File: src/inc/spc_defs.svh
// offsets, field positions, reset values and widths of the system pll control block
// assumes an apb slave port with 12-bit byte addresses and 32-bit data
`ifndef SPC_DEFS_SVH
`define SPC_DEFS_SVH

`define SPC_ADDR_W     12
`define SPC_CTRL_OFF   12'h000
`define SPC_STAT_OFF   12'h004
`define SPC_FREQ_OFF   12'h008

`define SPC_ODIV_W     3
`define SPC_ODIV_LSB   24
`define SPC_MULT_W     7
`define SPC_MULT_LSB   16
`define SPC_ISEL_BIT   7
`define SPC_CTRL_MASK  32'h077F0080

`define SPC_ODIV_RST   3'h0
`define SPC_MULT_RST   7'h01
`define SPC_ISEL_RST   1'b0

`define SPC_FACT_W     5
`define SPC_SHIFT_W    4
`define SPC_ODIV_TOP   3'h7
`define SPC_SHIFT_TOP  4'h8

`define SPC_STAT_REJ   0
`define SPC_STAT_USED  1
`define SPC_STAT_INUSE 2
`define SPC_STAT_UNLK  3
`define SPC_STAT_RSVD  4
`define SPC_STAT_RDY   5

`define SPC_FREQ_W     32
`define SPC_IN_FREQ_W  24

`endif

File: src/inc/spc_pkg.sv
// types of the system pll control block
// assumes spc_defs.svh is on the include path
package spc_pkg;
  `include "spc_defs.svh"

  typedef enum logic {
    SPC_LOAD = 1'b0,
    SPC_RUN  = 1'b1
  } spc_mode_e;

  typedef struct packed {
    logic [`SPC_ODIV_W-1:0] pll_out_divider;
    logic [`SPC_MULT_W-1:0] pll_multiplier;
    logic                   pll_input_select;
  } spc_ctrl_s;

  typedef struct packed {
    logic                   psel;
    logic                   penable;
    logic                   pwrite;
    logic [`SPC_ADDR_W-1:0] paddr;
    logic [31:0]            pwdata;
    logic [3:0]             pstrb;
  } spc_apb_req_s;

  typedef struct packed {
    logic [31:0] prdata;
    logic        pready;
    logic        pslverr;
  } spc_apb_rsp_s;

  typedef struct packed {
    spc_mode_e   mode;
    spc_ctrl_s   ctrl;
    logic        rej;
    logic        used;
    logic [31:0] prdata;
    logic        pslverr;
  } spc_main_s;

  typedef struct packed {
    logic [`SPC_FREQ_W-1:0] freq;
    logic                   rsvd;
  } spc_freq_s;
endpackage

File: src/spc_ratio_decode.sv
// decodes multiplier and divider codes into factor and shift
// assumes codes come straight from the control register
`timescale 1ns/1ps
`default_nettype none
`include "spc_defs.svh"
module spc_ratio_decode
  import spc_pkg::*;
(
  // codes
  input  wire logic [`SPC_ODIV_W-1:0]  odiv_code,
  input  wire logic [`SPC_MULT_W-1:0]  mult_code,
  // decoded
  output logic      [`SPC_FACT_W-1:0]  mult_factor,
  output logic      [`SPC_SHIFT_W-1:0] div_shift,
  output logic                         mult_reserved
);
  always_comb begin
    mult_reserved = 1'b0;
    case (mult_code)
      7'h00: mult_factor = 5'h02;
      7'h01: mult_factor = 5'h03;
      7'h02: mult_factor = 5'h04;
      7'h03: mult_factor = 5'h06;
      7'h04: mult_factor = 5'h08;
      7'h05: mult_factor = 5'h0C;
      7'h06: mult_factor = 5'h18;
      default: begin
        mult_factor   = 5'h00;
        mult_reserved = 1'b1;
      end
    endcase
    if (odiv_code == `SPC_ODIV_TOP) begin
      div_shift = `SPC_SHIFT_TOP;
    end else begin
      div_shift = {1'b0, odiv_code};
    end
  end
endmodule
`default_nettype wire

File: src/spc_freq_calc.sv
// registered estimate of the pll output frequency in khz
// assumes oscillator frequencies are given as static inputs in khz
`timescale 1ns/1ps
`default_nettype none
`include "spc_defs.svh"
module spc_freq_calc
  import spc_pkg::*;
(
  // clock and reset
  input  wire logic                     ref_clk,
  input  wire logic                     rstn,
  // inputs
  input  wire logic                     in_sel_frc,
  input  wire logic [`SPC_IN_FREQ_W-1:0] frc_khz,
  input  wire logic [`SPC_IN_FREQ_W-1:0] primary_osc_khz,
  input  wire logic [`SPC_FACT_W-1:0]   mult_factor,
  input  wire logic [`SPC_SHIFT_W-1:0]  div_shift,
  input  wire logic                     mult_reserved,
  // result
  output logic      [`SPC_FREQ_W-1:0]   freq_khz,
  output logic                          freq_rsvd
);
  spc_freq_s q;
  spc_freq_s d;
  logic [`SPC_IN_FREQ_W-1:0]            in_khz;
  logic [`SPC_IN_FREQ_W+`SPC_FACT_W-1:0] prod;

  always_comb begin
    in_khz = in_sel_frc ? frc_khz : primary_osc_khz;
    prod   = in_khz * mult_factor;
    d      = q;
    d.freq = `SPC_FREQ_W'(prod >> div_shift);
    d.rsvd = mult_reserved;
  end

  always_ff @(posedge ref_clk or negedge rstn) begin
    if (!rstn) begin
      q <= '0;
    end else begin
      q <= d;
    end
  end

  assign freq_khz  = q.freq;
  assign freq_rsvd = q.rsvd;
endmodule
`default_nettype wire

File: src/spc_pll_ctrl.sv
// system pll control register with apb slave and write protection gate
// assumes a write-protection unit drives unlock_granted, a config store
// drives pll_source_config_bit, and the clock switch reports pll_in_use
`timescale 1ns/1ps
`default_nettype none
`include "spc_defs.svh"
module spc_pll_ctrl
  import spc_pkg::*;
(
  // clock and reset
  input  wire logic                      ref_clk,
  input  wire logic                      rstn,
  // apb slave
  input  wire spc_apb_req_s              apb_req,
  output spc_apb_rsp_s                   apb_rsp,
  // system inputs
  input  wire logic                      unlock_granted,
  input  wire logic                      pll_source_config_bit,
  input  wire logic                      pll_in_use,
  input  wire logic [`SPC_IN_FREQ_W-1:0] frc_khz,
  input  wire logic [`SPC_IN_FREQ_W-1:0] primary_osc_khz,
  // pll controls
  output logic      [`SPC_ODIV_W-1:0]    pll_out_divider,
  output logic      [`SPC_MULT_W-1:0]    pll_multiplier,
  output logic                           pll_input_select,
  output logic      [`SPC_FACT_W-1:0]    pll_mult_factor,
  output logic      [`SPC_SHIFT_W-1:0]   pll_div_shift,
  // derived status
  output logic      [`SPC_FREQ_W-1:0]    pll_out_freq_khz,
  output logic                           pll_mult_reserved
);
  spc_main_s                q;
  spc_main_s                d;
  logic                     wr_go;
  logic                     rd_sel;
  logic                     hit_ctrl;
  logic                     hit_stat;
  logic                     hit_freq;
  logic                     hit_any;
  logic                     aligned;
  logic                     set_rej;
  logic                     set_used;
  logic                     clr_rej;
  logic                     clr_used;
  logic [31:0]              ctrl_word;
  logic [31:0]              stat_word;
  logic [31:0]              rd_word;
  logic [31:0]              wmask;
  logic [31:0]              new_ctrl;
  logic [`SPC_FACT_W-1:0]   fact_w;
  logic [`SPC_SHIFT_W-1:0]  shift_w;
  logic                     rsvd_w;
  logic [`SPC_FREQ_W-1:0]   freq_w;
  logic                     freq_rsvd_w;

  // code decode
  spc_ratio_decode u_dec (
    .odiv_code     (q.ctrl.pll_out_divider),
    .mult_code     (q.ctrl.pll_multiplier),
    .mult_factor   (fact_w),
    .div_shift     (shift_w),
    .mult_reserved (rsvd_w)
  );

  // frequency estimate
  spc_freq_calc u_freq (
    .ref_clk       (ref_clk),
    .rstn          (rstn),
    .in_sel_frc    (q.ctrl.pll_input_select),
    .frc_khz       (frc_khz),
    .primary_osc_khz      (primary_osc_khz),
    .mult_factor   (fact_w),
    .div_shift     (shift_w),
    .mult_reserved (rsvd_w),
    .freq_khz      (freq_w),
    .freq_rsvd     (freq_rsvd_w)
  );

  // address decode
  always_comb begin
    aligned  = (apb_req.paddr[1:0] == 2'b00);
    hit_ctrl = aligned && (apb_req.paddr == `SPC_CTRL_OFF);
    hit_stat = aligned && (apb_req.paddr == `SPC_STAT_OFF);
    hit_freq = aligned && (apb_req.paddr == `SPC_FREQ_OFF);
    hit_any  = hit_ctrl || hit_stat || hit_freq;
  end

  // byte lane mask
  for (genvar i = 0; i < 4; i++) begin : g_lane
    assign wmask[i*8 +: 8] = {8{apb_req.pstrb[i]}};
  end

  // register images
  always_comb begin
    ctrl_word = '0;
    ctrl_word[`SPC_ODIV_LSB +: `SPC_ODIV_W] = q.ctrl.pll_out_divider;
    ctrl_word[`SPC_MULT_LSB +: `SPC_MULT_W] = q.ctrl.pll_multiplier;
    ctrl_word[`SPC_ISEL_BIT] = q.ctrl.pll_input_select;
    stat_word = '0;
    stat_word[`SPC_STAT_REJ]   = q.rej;
    stat_word[`SPC_STAT_USED]  = q.used;
    stat_word[`SPC_STAT_INUSE] = pll_in_use;
    stat_word[`SPC_STAT_UNLK]  = unlock_granted;
    stat_word[`SPC_STAT_RSVD]  = freq_rsvd_w;
    stat_word[`SPC_STAT_RDY]   = (q.mode == SPC_RUN);
  end

  // read mux
  always_comb begin
    if (hit_ctrl) begin
      rd_word = ctrl_word;
    end else if (hit_stat) begin
      rd_word = stat_word;
    end else if (hit_freq) begin
      rd_word = freq_w;
    end else begin
      rd_word = '0;
    end
  end

  // write events
  always_comb begin
    wr_go    = apb_req.psel && apb_req.penable && apb_req.pwrite && (q.mode == SPC_RUN);
    rd_sel   = apb_req.psel && !apb_req.pwrite;
    set_rej  = wr_go && hit_ctrl && !unlock_granted;
    set_used = wr_go && hit_ctrl && unlock_granted && pll_in_use;
    clr_rej  = wr_go && hit_stat && apb_req.pstrb[0] && apb_req.pwdata[`SPC_STAT_REJ];
    clr_used = wr_go && hit_stat && apb_req.pstrb[0] && apb_req.pwdata[`SPC_STAT_USED];
    new_ctrl = (ctrl_word & ~wmask) | (apb_req.pwdata & wmask);
    new_ctrl = new_ctrl & `SPC_CTRL_MASK;
  end

  // next state
  always_comb begin
    d = q;
    case (q.mode)
      SPC_LOAD: begin
        d.ctrl.pll_input_select = pll_source_config_bit;
        d.mode = SPC_RUN;
      end
      SPC_RUN: begin
        if (wr_go && hit_ctrl && unlock_granted) begin
          d.ctrl.pll_out_divider  = new_ctrl[`SPC_ODIV_LSB +: `SPC_ODIV_W];
          d.ctrl.pll_multiplier   = new_ctrl[`SPC_MULT_LSB +: `SPC_MULT_W];
          d.ctrl.pll_input_select = new_ctrl[`SPC_ISEL_BIT];
        end
      end
      default: begin
        d.mode = SPC_LOAD;
      end
    endcase
    // sticky flags, set wins over clear
    d.rej  = (q.rej && !clr_rej) || set_rej;
    d.used = (q.used && !clr_used) || set_used;
    // read data and error taken ahead of the completing edge
    if (apb_req.psel) begin
      d.prdata  = rd_sel ? rd_word : '0;
      d.pslverr = !hit_any;
    end else begin
      d.prdata  = '0;
      d.pslverr = 1'b0;
    end
  end

  always_ff @(posedge ref_clk or negedge rstn) begin
    if (!rstn) begin
      q.mode                  <= SPC_LOAD;
      q.ctrl.pll_out_divider  <= `SPC_ODIV_RST;
      q.ctrl.pll_multiplier   <= `SPC_MULT_RST;
      q.ctrl.pll_input_select <= `SPC_ISEL_RST;
      q.rej                   <= 1'b0;
      q.used                  <= 1'b0;
      q.prdata                <= '0;
      q.pslverr               <= 1'b0;
    end else begin
      q <= d;
    end
  end

  // apb answer, stalled until the config bit is loaded
  always_comb begin
    apb_rsp.prdata  = q.prdata;
    apb_rsp.pready  = (q.mode == SPC_RUN);
    apb_rsp.pslverr = q.pslverr && apb_req.psel && apb_req.penable;
  end

  // pll control outputs
  assign pll_out_divider   = q.ctrl.pll_out_divider;
  assign pll_multiplier    = q.ctrl.pll_multiplier;
  assign pll_input_select  = q.ctrl.pll_input_select;
  assign pll_mult_factor   = fact_w;
  assign pll_div_shift     = shift_w;
  assign pll_out_freq_khz  = freq_w;
  assign pll_mult_reserved = freq_rsvd_w;
endmodule
`default_nettype wire

File: config.mk
export PLATFORM = sky130hd
export DESIGN_NAME = spc_pll_ctrl
export DESIGN_NICKNAME = d
export VERILOG_FILES = /design/src/inc/spc_pkg.sv /design/src/spc_ratio_decode.sv /design/src/spc_freq_calc.sv /design/src/spc_pll_ctrl.sv
export VERILOG_INCLUDE_DIRS = /design/src /design/src/inc
export SDC_FILE = /design/constraint.sdc
export NUM_CORES = 1
export LEC_CHECK = 0
export BUFFER_PORTS_ARGS = -buffer_cell sky130_fd_sc_hd__buf_2
export CELL_PAD_IN_SITES_DETAIL_PLACEMENT = 0
export CELL_PAD_IN_SITES_GLOBAL_PLACEMENT = 1
export CORE_MARGIN = 2
export CORE_UTILIZATION = 42
export CTS_CLUSTER_DIAMETER = 150
export CTS_CLUSTER_SIZE = 10
export DETAILED_ROUTE_END_ITERATION = 12
export PLACE_DENSITY = 0.9
export SKIP_LAST_GASP = 1
export SLEW_MARGIN = 15
export SYNTH_ARGS = -nofsm -noshare
export SYNTH_HDL_FRONTEND = slang
export SYNTH_SLANG_ARGS = --single-unit
export TNS_END_PERCENT = 10
File: constraint.sdc
create_clock -name ref_clk -period 7.39 [get_ports ref_clk]
set_input_delay 0.3695 -clock ref_clk [delete_from_list [all_inputs] [get_ports ref_clk]]
set_output_delay 0.3695 -clock ref_clk [all_outputs]
set_load 0.01 [all_outputs]
==> impl_metrics.py <==
metrics = {
    "route": {
        "vias": 7129,
        "drt-initial-drc-count": 390,
        "drt_wl_total_mm": 21.3,
        "avgRoutedWirePerCell_microns": 16.0,
        "drtPass1Iterations": 5,
        "vias_per_cell": 5.35,
        "drc": 0,
        "ant_nets": 0,
    },
    "logic_synthesis": {
        "synth_area_leaders": "dfrtp_1 (22%), fa_1 (16%), nor2_1 (5.9%)",
        "ys_seq_area_frac": 0.222,
        "syn-mean-instance-area_sq_um": 8.66,
        "synth_common_cells": "nor2_1 (132), inv_1 (102), nand2_1 (84)",
        "synth_fa_ha_area_frac": 0.213,
        "yosys.area_share.simple": 0.185,
        "synth_mux_area_frac": 0.0883,
        "synth_xor_area_frac": 0.0241,
        "synth_top_family_by_area": "adder cells",
        "synth_edf_count": 0,
        "synth.most_common_cell": "nor2_1",
        "yosysTopAreaCellShare": 0.218,
        "synthFlopType": "dfrtp_1",
        "ys_seq_elements": 74,
        "syn_area_sq_mm": 0.00836,
        "synth_top_area_cell": "dfrtp_1",
        "synthCells": 966,
        "async_reset_ff_frac": 1.00,
        "synth_cell_type_count": 83,
        "synth_compound_gate_area_share": 0.159,
        "yosysWarnings": 0,
    },
    "floorplan": {
        "die_w_microns": 145,
        "initial_core_util": 0.428,
        "core_area_sq_mm": 0.0195,
        "rows": 51,
        "die-area_sq_mm": 0.0211,
        "die_h_microns": 145,
        "io_pins": 191,
    },
    "worst_setup_path": {
        "path_class": "flop to flop",
        "path_max_fanout": 22,
        "worst_path_max_delay_cell": "xor2_1",
        "cp_top_family": "compound AO/OA/AOI/OAI gates",
        "cp-start-kind": "flop",
        "crit_top_cell": "fa_1",
        "worstPathCellList": "nor4_1 > nand2_1 > a21o_1 > inv_1 > nand2b_1 > fa_1 > fa_1 > fa_1 > inv_1 > ha_1 > a211oi_1 > o21ai_2 > a221oi_4 > nor2_1 > a41oi_2 > xor2_1 > o32a_1 > o311ai_1",
        "slowest_delay_ns": 0.54,
        "critical_path_buf_inv_count": 2,
        "end_kind": "flop",
        "worstPathArrival_ns": 6.46,
        "required_ns": 7.56,
    },
    "grt": {
        "track_usage": 0.208,
        "grt_pass1_wl_mm": 36.6,
        "grt_antenna_before_repair": 0,
        "grt_pass1_vias": 7275,
        "overflow": 0,
        "grt_max_degree": 75,
    },
    "cells_and_area": {
        "drive_above_1_share": 0.219,
        "n_antenna_cell": 0,
        "multi_input_area_sq_mm": 0.00563,
        "seqCellArea_sq_mm": 0.00185,
        "fillers": 1907,
        "area_growth_pct": 12.3,
        "layout.nets": 1271,
    },
    "place": {
        "dp_hpwl_mm": 17.0,
        "globalplace.congestion": 0.951,
        "port_buffers": 164,
        "dpl_worst_slack_ns": 1.23,
    },
    "cts": {
        "post_cts_resized": 0,
        "cts_setup_buffers": 0,
        "cts-buffers-inserted": 9,
        "clock_latency_ns": 0.33,
        "cts.sinks": 74,
        "h-tree-depth": 3,
        "clockBufferDepth": 2,
        "clock-root-buffer": "clkbuf_16",
        "cts_tree": "built",
        "cts.clk_slew.worst_paths_ns": 0.06,
        "cts_hold_buffers": 0,
    },
    "power_and_ir_drop": {
        "p_sw_mw": 0.322,
        "p_sw_frac": 0.284,
        "peakVddDrop_mv": 0.108,
        "combPwrFrac": 0.221,
        "p_int_mw": 0.812,
        "clkPwrFrac": 0.401,
        "seqPwrFrac": 0.378,
        "power_density_mw_per_mm2": 121,
        "power.leakage_nw": 4.95,
    },
    "timing": {
        "whs_ns": 0.165,
        "period_needed_ns": 6.29,
        "fin_skew_ns": 0.00600,
        "setup_viol": 0,
        "tightest_slew_ns": 0.931,
        "finalHoldViolCount": 0,
        "maxSlewViolCount": 0,
        "setup_slack_ns": 1.10,
        "fmax_mhz": 159,
        "tns_ns": 0,
        "period_share": 0.851,
        "rsz0062_at_grt": "no",
        "slew_headroom": 0.380,
    },
    "hold_path": {
        "hold_path_class": "input port to async pin",
    },
    "run": {
        "max-cap-violations": 0,
    },
    "status": {
        "status": "completed",
    },
}
[path summary, 6_finish.rpt]
check / to / slack (ns) / cells past startpoint
worst max register to register: u_freq.freq_khz[22] / 1.10 / 18
worst max-delay path: u_freq.freq_khz[22] / 1.10 / 18
worst min register to register: apb_rsp[8] / 0.48 / 1
min in group ref_clk: flop / 0.28 / 2
max in group asynchronous: apb_rsp[9] / 6.64 / 1
worst min-delay path: apb_rsp[28] / 0.16 / 1
[routing by layer]
metal  up-vias  part of all wire  track usage  routed length (microns)
met5         -                 0            0                        0
met4         0             0.017       0.0578                      369
met3        26             0.061       0.0245                     1300
met2       270              0.49        0.365                    10400
met1      3431              0.44        0.273                     9270
li1       3402                 -            -                        -
[placed cells by master (no fill, tap or decap), types with 4 or more instances in the layout]
cell type | synthesis | layout
a22oi_1 | 12 | 12
dfrtp_1 | 73 | 73
a22o_1 | 11 | 11
o21ai_1 | 5 | 5
a21oi_1 | 43 | 43
nand3_1 | 10 | 10
nor3_1 | 7 | 7
a31oi_1 | 6 | 6
nor4_1 | 4 | 4
a21o_1 | 14 | 14
o221ai_1 | 4 | 4
nand2_1 | 84 | 84
buf_4 | 46 | 7
a211o_1 | 5 | 5
o211ai_1 | 14 | 14
o21ai_0 | 18 | 18
xor2_1 | 7 | 7
and2_1 | 22 | 22
clkbuf_16 | 0 | 9
buf_2 | 7 | 163
or3_1 | 9 | 9
nor2_1 | 132 | 132
fa_1 | 66 | 66
mux2_2 | 18 | 18
nand4_1 | 8 | 8
inv_1 | 102 | 102
a21oi_2 | 5 | 5
mux2i_1 | 49 | 49
xnor2_1 | 11 | 11
and4_1 | 4 | 4
nand2b_1 | 22 | 22
ha_1 | 37 | 37
conb_1 | 2 | 7
a211oi_1 | 9 | 9
[layout make-up]
class	instances	share of cell area
clock buffers	9	0.0240
clock inverters	6	0.00959
inverters	104	0.0416
flip-flops and latches	74	0.197
repair buffers	170	0.0925
multi-input cells	705	0.600
well taps	265	0.0353
[power groups by stage]
| stage | clock (mW) | combinational (mW) | sequential, mW |
|---|---|---|---|
| 5_1_grt | 0.483 | 0.283 | 0.430 |
| 3_3_place_gp | 0 | 0.249 | 0.436 |
| 3_5_place_dp | 0 | 0.251 | 0.436 |
| 6_report | 0.455 | 0.251 | 0.429 |
| 4_1_cts | 0.464 | 0.253 | 0.429 |
| 2_1_floorplan | 0 | 0.159 | 0.439 |
[through the flow]
stage                     cells  instance area, sq um  total power [mW]   util
after floorplan             971                  8380             0.598      -
after global placement     1318                  9070             0.685  0.465
after detailed placement   1318                  9070             0.687  0.465
after CTS                  1333                  9390              1.15  0.481
after global routing       1333                  9390              1.20  0.481
final                      1333                  9390              1.13  0.481
[cells by family after synthesis]
| group | after synthesis |
|---|---|
| compound gates | 182 |
| mux | 69 |
| other cells | 2 |
| flops | 74 |
| xor+xnor | 20 |
| buf+inv | 192 |
| fa+ha+maj | 103 |
| simple gates | 324 |
[worst reg2reg max path, cell delays in order (launching register included)]
cell,delay [ns]
dfrtp_1,0.46
nor4_1,0.45
nand2_1,0.18
a21o_1,0.48
inv_1,0.39
nand2b_1,0.13
fa_1,0.53
fa_1,0.44
fa_1,0.51
inv_1,0.05
ha_1,0.34
a211oi_1,0.40
o21ai_2,0.18
a221oi_4,0.39
nor2_1,0.12
a41oi_2,0.18
xor2_1,0.54
o32a_1,0.24
o311ai_1,0.12
Note: power is estimated with default switching activity, not from simulation.
